File: src/core/csp_pkg.sv
// Package for the clock synthesizer serial configuration port
`default_nettype none
package csp_pkg;
  localparam logic [6:0] DEV_ADDR_RST  = 7'h47;
  localparam logic [1:0] DS_RST        = 2'h2;
  localparam logic [7:0] PTR_RST       = 8'h00;
  localparam logic [3:0] BIT_CNT_RST   = 4'h0;
  localparam logic [7:0] LO_RANGE_BASE = 8'h0a;
  localparam logic [7:0] LO_RANGE_TOP  = 8'h17;
  localparam logic [7:0] HI_RANGE_BASE = 8'h40;
  localparam logic [7:0] HI_RANGE_TOP  = 8'h57;
  localparam logic [7:0] ADDR_48       = 8'h48;
  localparam logic [7:0] ADDR_53       = 8'h53;
  localparam logic [7:0] ADDR_54       = 8'h54;
  localparam logic [7:0] ADDR_56       = 8'h56;
  localparam logic [7:0] ADDR_57       = 8'h57;
  // Reset value of the regular registers, arbitrary neutral value
  localparam logic [7:0] REG_RST       = 8'h00;
  // Output register defaults: only the reference copy runs
  localparam logic [7:0] RST_48        = {DS_RST, 6'h00};
  localparam logic [7:0] RST_53        = {6'h00, DS_RST};
  localparam logic [7:0] RST_54        = {DS_RST, 6'h00};
  localparam logic [7:0] RST_56        = {2'h3, DS_RST, 4'h0};
  localparam logic [7:0] RST_57        = {DS_RST, 6'h18};
  localparam int         SYNC_STAGES   = 2;
  // Link bit period, 400 kbit/s at 40 MHz
  localparam int         CLK_HZ        = 40_000_000;
  localparam int         LINK_BPS      = 400_000;
  localparam int         CYC_PER_BIT   = CLK_HZ / LINK_BPS;

  typedef enum {
    CSP_IDLE, CSP_DEVADR, CSP_DEVACK, CSP_REGADR, CSP_REGACK,
    CSP_WDATA, CSP_WACK, CSP_RDATA, CSP_RACK, CSP_SKIP
  } csp_state_t;

  typedef struct packed {
    logic [1:0] clock_output_c;
    logic [1:0] clock_output_d;
    logic [1:0] clock_output_e;
    logic [1:0] clock_output_f;
    logic [1:0] reference_copy_output;
  } csp_drive_t;

  typedef struct packed {
    logic [7:0] addr;
    logic [7:0] data;
  } csp_word_t;
endpackage
`default_nettype wire

File: src/core/csp_port.sv
// Two-wire serial configuration slave with register bank
// Summary of operation
// - Output settings change only once all its bytes are stored.
// - Only whole bytes are stored; no partial register update.
// - Drive fields reset to 10 and accept any written value.
// - Port runs reads and writes at up to 400 kbit/s.
// - Write is start, address, direction, ack, pointer, ack, data acks, stop.
// - Device answers to bus address 47H.
// - Data changes only while serial clock is low.
// - Falling data with clock high is a start; address byte follows.
// - Rising data with clock high is a stop, ending the transaction.
// - Device pulls data low on the ninth clock of written bytes.
// - Single write: pointer, ack, one data byte, ack, stop.
// - Burst write acknowledges each byte and increments the pointer.
// - Read framing matches write with direction bit set.
// - Pointer holds last accessed address plus one for current reads.
// - Master not acknowledging, then stopping, ends read transmission.
// - Repeated start after pointer write sets pointer, stores nothing.
// - Master acknowledge continues sequential read with next address.
// - Only two ranges hold real registers; others read zero.
// - Pointer wraps from FFH to 00H.
// - After reset only the reference copy output runs.
// - Drive code 00 is weakest, 11 strongest, passed through as is.
`default_nettype none
module csp_port (
  // Clock and reset
  input  wire logic                 clk_in,
  input  wire logic                 nrst_in,
  // Two-wire pins
  input  wire logic                 serial_clock_in,
  input  wire logic                 serial_data_pin_in,
  output logic                      serial_data_pin_out,
  output logic                      serial_data_pin_oe_out,
  // Configuration outputs
  output csp_pkg::csp_drive_t       drive_strength_field_out,
  output logic                      reference_copy_run_out,
  output logic                      reg_update_out
);
  // Pin synchronisers
  logic [1:0] scl_sync_q;
  logic [1:0] sda_sync_q;
  logic       scl_q;
  logic       sda_q;
  always_ff @(posedge clk_in) begin
    if (!nrst_in) begin
      scl_sync_q <= 2'h3;
      sda_sync_q <= 2'h3;
      scl_q      <= 1'b1;
      sda_q      <= 1'b1;
    end else begin
      scl_sync_q <= {scl_sync_q[0], serial_clock_in};
      sda_sync_q <= {sda_sync_q[0], serial_data_pin_in};
      scl_q      <= scl_sync_q[1];
      sda_q      <= sda_sync_q[1];
    end
  end

  wire scl_s   = scl_sync_q[1];
  wire sda_s   = sda_sync_q[1];
  wire scl_rise = scl_s & ~scl_q;
  wire scl_fall = ~scl_s & scl_q;
  wire start_ev = scl_s & scl_q & sda_q & ~sda_s;
  wire stop_ev  = scl_s & scl_q & ~sda_q & sda_s;

  csp_pkg::csp_state_t state_q, state_d;
  logic [3:0] bit_cnt_q;
  logic [7:0] shift_q;
  logic [7:0] ptr_q;
  logic       rw_q;
  logic       oe_q;
  logic       mack_q;
  logic [7:0] regs_q [0:255];

  // Two-entry buffer between the byte receiver and the register bank
  csp_pkg::csp_word_t buf_q [0:1];
  logic [1:0] buf_cnt_q;
  logic       buf_wr_q, buf_rd_q;
  logic       in_valid;
  wire        in_ready  = (buf_cnt_q != 2'h2);
  wire        out_valid = (buf_cnt_q != 2'h0);
  wire        out_ready = 1'b1;
  csp_pkg::csp_word_t in_word;

  wire [7:0] next_shift = {shift_q[6:0], sda_s};
  wire       last_bit   = (bit_cnt_q == 4'h7);
  wire       addr_hit   = (next_shift[7:1] == csp_pkg::DEV_ADDR_RST);
  wire [7:0] ptr_inc    = ptr_q + 8'h01;
  wire       in_lo      = (ptr_q >= csp_pkg::LO_RANGE_BASE) &&
                          (ptr_q <= csp_pkg::LO_RANGE_TOP);
  wire       in_hi      = (ptr_q >= csp_pkg::HI_RANGE_BASE) &&
                          (ptr_q <= csp_pkg::HI_RANGE_TOP);
  wire       real_reg   = in_lo | in_hi;
  wire [7:0] rd_byte    = real_reg ? regs_q[ptr_q] : 8'h00;
  // Ack states span the whole ninth clock: entered at the rise of the eighth,
  // left at the fall that ends the ninth, or on a start or stop
  wire       ack_phase  = (state_q == csp_pkg::CSP_DEVACK) ||
                          (state_q == csp_pkg::CSP_REGACK) ||
                          (state_q == csp_pkg::CSP_WACK);
  wire       ack_done   = scl_fall && (bit_cnt_q == 4'h1);

  always_comb begin
    state_d  = state_q;
    in_valid = 1'b0;
    in_word  = '{addr: ptr_q, data: next_shift};
    case (state_q)
      csp_pkg::CSP_IDLE:   state_d = state_q;
      csp_pkg::CSP_DEVADR:
        if (scl_rise && last_bit)
          state_d = addr_hit ? csp_pkg::CSP_DEVACK
                             : csp_pkg::CSP_SKIP;
      csp_pkg::CSP_DEVACK:
        if (ack_done)
          state_d = rw_q ? csp_pkg::CSP_RDATA
                         : csp_pkg::CSP_REGADR;
      csp_pkg::CSP_REGADR:
        if (scl_rise && last_bit) state_d = csp_pkg::CSP_REGACK;
      csp_pkg::CSP_REGACK:
        if (ack_done) state_d = csp_pkg::CSP_WDATA;
      csp_pkg::CSP_WDATA:
        if (scl_rise && last_bit && in_ready) begin
          state_d  = csp_pkg::CSP_WACK;
          in_valid = 1'b1;
        end
      csp_pkg::CSP_WACK:
        if (ack_done) state_d = csp_pkg::CSP_WDATA;
      csp_pkg::CSP_RDATA:
        if (scl_fall && last_bit) state_d = csp_pkg::CSP_RACK;
      csp_pkg::CSP_RACK:
        if (scl_fall)
          state_d = mack_q ? csp_pkg::CSP_RDATA
                           : csp_pkg::CSP_SKIP;
      csp_pkg::CSP_SKIP:   state_d = state_q;
      default:             state_d = csp_pkg::CSP_IDLE;
    endcase
    if (start_ev) state_d = csp_pkg::CSP_DEVADR;
    if (stop_ev) state_d = csp_pkg::CSP_IDLE;
  end

  // Bit counting; counter resets on each byte boundary
  wire byte_phase = (state_q == csp_pkg::CSP_DEVADR) ||
                    (state_q == csp_pkg::CSP_REGADR) ||
                    (state_q == csp_pkg::CSP_WDATA);
  always_ff @(posedge clk_in) begin
    if (!nrst_in || start_ev || state_d != state_q) begin
      bit_cnt_q <= csp_pkg::BIT_CNT_RST;
    end else if (byte_phase && scl_rise) begin
      bit_cnt_q <= bit_cnt_q + 4'h1;
    end else if (ack_phase && scl_fall) begin
      bit_cnt_q <= bit_cnt_q + 4'h1;
    end else if (state_q == csp_pkg::CSP_RDATA && scl_fall) begin
      bit_cnt_q <= bit_cnt_q + 4'h1;
    end
  end

  // Shift register: receive on rise, transmit shifts on fall
  always_ff @(posedge clk_in) begin
    if (!nrst_in) begin
      shift_q <= 8'h00;
    end else if (byte_phase && scl_rise) begin
      shift_q <= next_shift;
    end else if (state_d == csp_pkg::CSP_RDATA &&
                 state_q != csp_pkg::CSP_RDATA) begin
      shift_q <= rd_byte;
    end else if (state_q == csp_pkg::CSP_RDATA && scl_fall) begin
      shift_q <= {shift_q[6:0], 1'b0};
    end
  end

  always_ff @(posedge clk_in) begin
    if (!nrst_in) begin
      state_q <= csp_pkg::CSP_IDLE;
      rw_q    <= 1'b0;
      mack_q  <= 1'b0;
      ptr_q   <= csp_pkg::PTR_RST;
    end else begin
      state_q <= state_d;
      if (state_q == csp_pkg::CSP_DEVADR && scl_rise && last_bit)
        rw_q <= sda_s;
      if (state_q == csp_pkg::CSP_RACK && scl_rise)
        mack_q <= ~sda_s;
      if (state_q == csp_pkg::CSP_REGADR && scl_rise && last_bit)
        ptr_q <= next_shift;
      else if (in_valid)
        ptr_q <= ptr_inc;
      else if (state_q == csp_pkg::CSP_RDATA && scl_fall && last_bit)
        ptr_q <= ptr_inc;
    end
  end

  // Data pin drive, changed only after a falling clock or on a start or stop
  // Shift register moves on that same fall, so the next bit is [6]
  logic oe_d;
  always_comb begin
    case (state_d)
      csp_pkg::CSP_DEVACK,
      csp_pkg::CSP_REGACK,
      csp_pkg::CSP_WACK:  oe_d = 1'b1;
      csp_pkg::CSP_RDATA: oe_d = ~(state_q == csp_pkg::CSP_RDATA ?
                                   shift_q[6] : rd_byte[7]);
      default:            oe_d = 1'b0;
    endcase
  end
  always_ff @(posedge clk_in) begin
    if (!nrst_in) oe_q <= 1'b0;
    else if (scl_fall || stop_ev || start_ev) oe_q <= oe_d;
  end
  assign serial_data_pin_oe_out = oe_q;
  assign serial_data_pin_out    = 1'b0;

  // Buffer: filled by the receiver, drained into the register bank
  always_ff @(posedge clk_in) begin
    if (!nrst_in) begin
      buf_cnt_q <= 2'h0;
      buf_wr_q  <= 1'b0;
      buf_rd_q  <= 1'b0;
    end else begin
      if (in_valid && in_ready) begin
        buf_q[buf_wr_q] <= in_word;
        buf_wr_q        <= ~buf_wr_q;
      end
      if (out_valid && out_ready) buf_rd_q <= ~buf_rd_q;
      buf_cnt_q <= buf_cnt_q + {1'b0, in_valid && in_ready}
                             - {1'b0, out_valid && out_ready};
    end
  end

  csp_pkg::csp_word_t head;
  assign head = buf_q[buf_rd_q];
  wire head_real = ((head.addr >= csp_pkg::LO_RANGE_BASE) &&
                    (head.addr <= csp_pkg::LO_RANGE_TOP)) ||
                   ((head.addr >= csp_pkg::HI_RANGE_BASE) &&
                    (head.addr <= csp_pkg::HI_RANGE_TOP));

  // Register bank; outside ranges writes are dropped
  always_ff @(posedge clk_in) begin
    if (!nrst_in) begin
      for (int i = 0; i < 256; i++) regs_q[i] <= csp_pkg::REG_RST;
      regs_q[csp_pkg::ADDR_48] <= csp_pkg::RST_48;
      regs_q[csp_pkg::ADDR_53] <= csp_pkg::RST_53;
      regs_q[csp_pkg::ADDR_54] <= csp_pkg::RST_54;
      regs_q[csp_pkg::ADDR_56] <= csp_pkg::RST_56;
      regs_q[csp_pkg::ADDR_57] <= csp_pkg::RST_57;
      reg_update_out <= 1'b0;
    end else begin
      reg_update_out <= out_valid && head_real;
      if (out_valid && head_real)
        regs_q[head.addr] <= head.data;
    end
  end

  // Drive codes pass through unchanged, 00 weakest to 11 strongest
  always_ff @(posedge clk_in) begin
    if (!nrst_in) begin
      drive_strength_field_out <= {5{csp_pkg::DS_RST}};
      reference_copy_run_out   <= 1'b1;
    end else begin
      drive_strength_field_out <= '{
        clock_output_c:        regs_q[csp_pkg::ADDR_48][7:6],
        clock_output_d:        regs_q[csp_pkg::ADDR_53][1:0],
        clock_output_e:        regs_q[csp_pkg::ADDR_54][7:6],
        clock_output_f:        regs_q[csp_pkg::ADDR_56][5:4],
        reference_copy_output: regs_q[csp_pkg::ADDR_57][7:6]};
      reference_copy_run_out <= regs_q[csp_pkg::ADDR_57][5:0] != 6'h0c;
    end
  end
endmodule
`default_nettype wire

File: config.mk
export PLATFORM = sky130hd
export DESIGN_NAME = csp_port
export DESIGN_NICKNAME = d
export VERILOG_FILES = /design/src/core/csp_pkg.sv /design/src/core/csp_port.sv
export SDC_FILE = /design/constraint.sdc
export NUM_CORES = 2
export LEC_CHECK = 0
export BUFFER_PORTS_ARGS = -buffer_cell sky130_fd_sc_hd__buf_2
export CAP_MARGIN = 20
export CORE_UTILIZATION = 35
export CTS_BUF_LIST = sky130_fd_sc_hd__clkbuf_4
export DETAILED_ROUTE_END_ITERATION = 10
export PLACE_DENSITY = 0.53
export SYNTH_ARGS = -nofsm -noshare
export SYNTH_HDL_FRONTEND = slang
export SYNTH_SLANG_ARGS = --single-unit
File: constraint.sdc
create_clock -name clk_in -period 7.4 [get_ports clk_in]
set_input_delay 0.74 -clock clk_in [delete_from_list [all_inputs] [get_ports clk_in]]
set_output_delay 0.74 -clock clk_in [all_outputs]
set_load 0.05 [all_outputs]
### After elaboration in Yosys (flattened, before gate mapping)

Memories as Yosys holds them, arrays and structs flattened. A register that Yosys moved wholly into a read port is not among the register bits.
Cells that the tools add are included.

| storage, ports and cells | value |
|---|---|
| flip-flop bits (word level) | 68 |
| RAM bits | 2080 |
| input port bits | 4 |
| output and inout bits | 14 |
| logic and storage cells | 169 |
| memories kept | 2 |

| cells by class | value |
|---|---|
| add/sub/neg operators | 4 |
| magnitude comparators | 8 |
| equality and inequality tests | 29 |
| mux-type cells | 46 |
| bitwise operators | 20 |
| reductions and logical operators | 43 |

Memory list:

| name | depth | width | rd ports | clocked after memory_dff | wr ports | RTL line | RTL |
|---|---|---|---|---|---|---|---|
| regs_q | 256 | 8 | 6 | 5 | 256 | csp_port.sv:72 | `logic [7:0] regs_q [0:255];` |
| buf_q | 2 | 16 | 1 | 1 | 1 | csp_port.sv:75 | `csp_pkg::csp_word_t buf_q [0:1];` |

Operator list:

| operator | number |
|---|---|
| equality test 32 x 3 -> 1 bit, second input constant | 9 |
| two-way mux 32 bit | 9 |
| case mux 32 bit (8 select lines) | 1 |
| equality test 32 x 4 -> 1 bit, second input constant | 7 |
| equality test 32 x 2 -> 1 bit, second input constant | 4 |
| two-way mux 8 bit | 13 |
| equality test 32 x 1 -> 1 bit, second input constant | 1 |
| equality test 32 x 5 -> 1 bit, second input constant | 1 |
| zero test 32 bit | 1 |
| inequality test 32 bit | 1 |
| inequality test 32 x 4 -> 1 bit, second input constant | 1 |
| two-way mux 7 bit | 3 |
| logical AND 1 bit | 20 |
| two-way mux 4 bit | 5 |
| >= comparator 8 x 4 -> 1 bit, second input constant | 2 |
| >= comparator 8 x 7 -> 1 bit, second input constant | 2 |
| less-or-equal comparator 8 x 5 -> 1 bit, second input constant | 2 |
| less-or-equal comparator 8 x 7 -> 1 bit, second input constant | 2 |
| two-way mux 1 bit | 13 |
| logical OR 1 bit | 9 |
| nonzero test 3 bit | 3 |
| adder 8 x 1 -> 8 bit, second input constant | 1 |
| OR reduction 8 bit | 1 |
| bitwise AND 1 bit | 7 |
| other kinds (16) | 32 |

### Depth between registers and ports, before layout

| logic depth | value |
|---|---|
| word-level depth | 12 |
| gate-level depth with buffers | 13 |
| depth with buffers taken out | 9 |

### Worst setup path after synthesis

No wires, ideal clock.

| timing | value |
|---|---|
| path type | flip-flop to flip-flop |
| start | memory buf_q[0][11] (netlist name) |
| end | memory regs_q[73][0] (enable) |
| arrival | 2.396 ns |
| data required time | 7.070 ns |
| setup slack | 4.674 ns |
| stages on the path, launching flop included | 10 |
| path buffers | 2 |
| clock period less this slack | 2.726 ns |
| cell sequence | edfxtp_1 > a2111oi_0 > a21oi_1 > a2111oi_2 > and3_1 > buf_2 > nor2b_1 > clkbuf_1 > nand2_1 > nand2_1 |

RTL lines:

| what | RTL line |
|---|---|
| from (decl) | csp_port.sv:75 |
| to (decl) | csp_port.sv:72 |

==> summary.txt <==
Status
  • Run status: finished, final reports clean

Yosys
  • Synth Area in Adders: 0.0007074
  • Post-synthesis compound-gate area fraction: 0.03263
  • Post-synthesis mux area share: 0.1444
  • Synth area leaders: edfxtp_1 (74%), mux4_2 (13%), dfxtp_1 (2.0%)
  • EDFF count, synth: 2,080
  • Distinct cells, synth: 78
  • Post-synthesis simple-gate area fraction: 0.03901
  • Yosys top cell area share: 0.7357
  • Synth Instances: 4,378
  • Post-synth ARST share: 0
  • Area leader, netlist: edfxtp_1
  • Largest family of logic cells by synthesized area: multiplexers
  • Yosys reg bits: 2,165
  • Syn avg cell area: 19.39 µm²
  • YS warnings: 0
  • Post-synthesis xor/xnor area fraction: 0.001444
  • Seq/Total Area, Yosys: 0.7557
  • Synth Flop Type: edfxtp_1
  • Synthesized area: 0.08490 mm²

GRT
  • Vias in the first global route: 46,850
  • Initial antenna violation count: 9
  • Largest net degree at the start of global routing: 110
  • First-pass GRT wire length: 294,000 µm
  • Gr usage total: 0.1637
  • Total grt overflow: 0

Die
  • Top-level I/O count: 18
  • Row Count: 180
  • Die Area: 0.2446 mm²
  • Initial cell density of the core: 0.3527
  • Width of the die: 494.5 µm
  • Core area: 0.2408 mm²
  • Die Y-Extent: 494.5 µm

Worst setup path
  • CP Max Fanout: 74
  • Setup CP Type: flop to flop
  • Crit. End Element: flop
  • Critical path arrival: 6210 ps
  • Crit start category: flop
  • Data required, critical path: 8520 ps

STA
  • Worst slew pin tran: 1311 ps
  • Setup tns final: 0 ps
  • Post-route fraction of the period consumed by the critical path: 0.6870
  • Max Slew Vio Count: 0
  • Fin Hold WS: 421.8 ps
  • Tmin final: 5084 ps
  • FMAX: 196.7 MHz
  • RSZ-0062 raised after global routing: no
  • Skew final: 115.8 ps
  • Max transition margin: 0.1177
  • Count of final hold-check violations: 0
  • Setup violators final: 0

Clocking
  • CTS max path bufs: 4
  • Setup bufs post-CTS: 0
  • CTS Buf Count: 595
  • Reg clk slew, reported paths: 60 ps
  • CTS tree: done
  • CTS root buffer: clkbuf_4
  • Post-cts sizing count: 0
  • Cts hold-fix bufs: 6
  • Clock sinks: 2,165
  • Clk_lat worst skew: 1350 ps
  • H-tree levels: 6

Cells and area
  • Filler Cells Inserted: 21,820
  • Finished Layout Cells: 10,140
  • Nets: 6,563
  • Synth-to-Final Area Change: 20.60%
  • Final Instance Area: 0.1024 mm²
  • Layout cell share with drive strength beyond 1: 0.2286

Detailed routing
  • DRT Pass-1 Iters: 5
  • Antenna violation net count after detailed routing: 0
  • Initial drt markers: 3,544
  • Drt drc: 0
  • Via count: 44,980
  • Via-to-Cell Ratio: 4.437
  • Avg WL per Cell: 19.61 µm
  • Final WL: 198,800 µm

Run
  • Max Cap Viol: 0

Placement
  • Placer Congestion: 0.8181
  • Port-buffer cells: 16
  • Post-Place Cells: 9,137
  • Cell Area, Placed: 0.09508 mm²
  • Dpl hpwl: 124,400 µm

Min path
  • Hold WC Path Type: flop to flop

Power
  • Lkg Pwr: 37.28 nW
  • Peak supply drop: 185.9 µV
  • Power per cell area: 254.1 mW/mm²
-- cell type report --
type | instances | area, µm² | share of cell area
timing repair buffer | 82 | 716.9 | 0.007002
tap | 3185 | 3985 | 0.03892
sequential | 2165 | 64180 | 0.6268
clock buffer | 871 | 6539 | 0.06386
multi-input combinational | 3480 | 25390 | 0.2479
inverter | 231 | 867.1 | 0.008468
clock inverter | 113 | 694.4 | 0.006782
antenna | 11 | 27.53 | 0.0002688
-- placed cells by master (no fill, tap or decap), types with 9 or more instances in the layout --
cell	n
or4_1	14
diode_2	11
nor4_1	17
a22o_1	12
mux4_2	501
edfxtp_1	2080
clkinv_2	11
mux2_2	54
nand2b_1	27
mux2i_1	29
inv_1	230
nand2_1	114
o21ai_0	19
bufinv_16	9
conb_1	1773
o22ai_1	29
nand3b_1	9
nor2b_1	30
a21oi_1	71
dfxtp_1	78
nand3_1	51
buf_12	9
inv_2	15
clkinv_1	74
nor2_1	342
xnor2_1	9
o211ai_1	12
buf_4	50
clkbuf_4	871
a221oi_1	9
a211oi_1	24
a22oi_1	134
nand4_1	15
buf_2	15
nor3_1	28
-- where the power goes --
group	internal (W)	total, W	switching [W]
sequential	0.0144	0.0146	0.000215
combinational	0.000325	0.000920	0.000596
clock	0.00566	0.0105	0.00484
-- Yosys cell counts (9+ instances only) --
cell	number
nor2b_1	34
or4_1	14
xnor2_1	9
o21ai_0	19
clkbuf_1	133
buf_4	31
mux2_2	54
buf_2	63
nor2_1	345
edfxtp_1	2080
nand4_1	15
nor3_1	29
inv_1	231
a22oi_1	134
a21oi_1	71
o211ai_1	12
mux2i_1	37
nand3b_1	9
and2_1	9
o22ai_1	29
buf_6	14
nor4_1	17
buf_1	32
nand2_1	114
a211oi_1	24
a221oi_1	9
nand3_1	51
nand2b_1	27
a22o_1	12
dfxtp_1	85
mux4_2	501
-- through the flow --
step           power [W]    util  setup slack, ps
6_report         0.02602  0.4253             2316
5_1_grt          0.02722  0.4253             2228
4_1_cts          0.02644  0.4252             2520
3_5_place_dp     0.01578  0.3949             2561
3_3_place_gp     0.01573  0.3949             2615
2_1_floorplan    0.01539       -             4674
-- cell families (layout without fill, tap and decap cells) --
family	after synthesis	after routing
adder cells (fa/ha/maj)	5	5
AO/OA/AOI/OAI	386	386
buffers and inverters	505	1297
other	1	1784
AND/OR/NAND/NOR	710	710
multiplexers	592	592
flip-flops	2165	2165
XOR/XNOR	14	14
-- sequential cells by signal, summed over array words and instances, names as in the netlist, 4 cells and up, named ones only --
| name | flops |
|---|---|
| drive_strength_field_out | 10 |
| bit_cnt_q | 4 |
| state_q | 32 |
| regs_q | 2048 |
| buf_q | 32 |
| shift_q | 7 |
| ptr_q | 8 |
-- metal layers --
layer,track usage,share of wire,vias to the layer above
met3,0.03771,0.064,356
met2,0.2585,0.47,1431
met5,0,0,-
li1,-,-,20530
met4,0.05468,0.023,0
met1,0.2228,0.44,22670
-- critical path, cell delays in order (launching register included) --
cell and delay, ps:
dfxtp_4 910, buf_12 540, nand2b_1 660, o22ai_1 290, o311ai_0 580, nor4_1 240
nor4_1 1130, o21ai_0 380
-- worst paths after layout --
kind                                    start                endpoint  slack, ps  cells after the start
worst min register to register  sda_sync_q[0]           sda_sync_q[1]        420                      1
worst max register to register           flop  serial_data_pin_oe_out       2320                      7
worst min-delay path            sda_sync_q[0]           sda_sync_q[1]        420                      1
worst max-delay path                     flop  serial_data_pin_oe_out       2320                      7
Power figures use the tool's default switching activity.
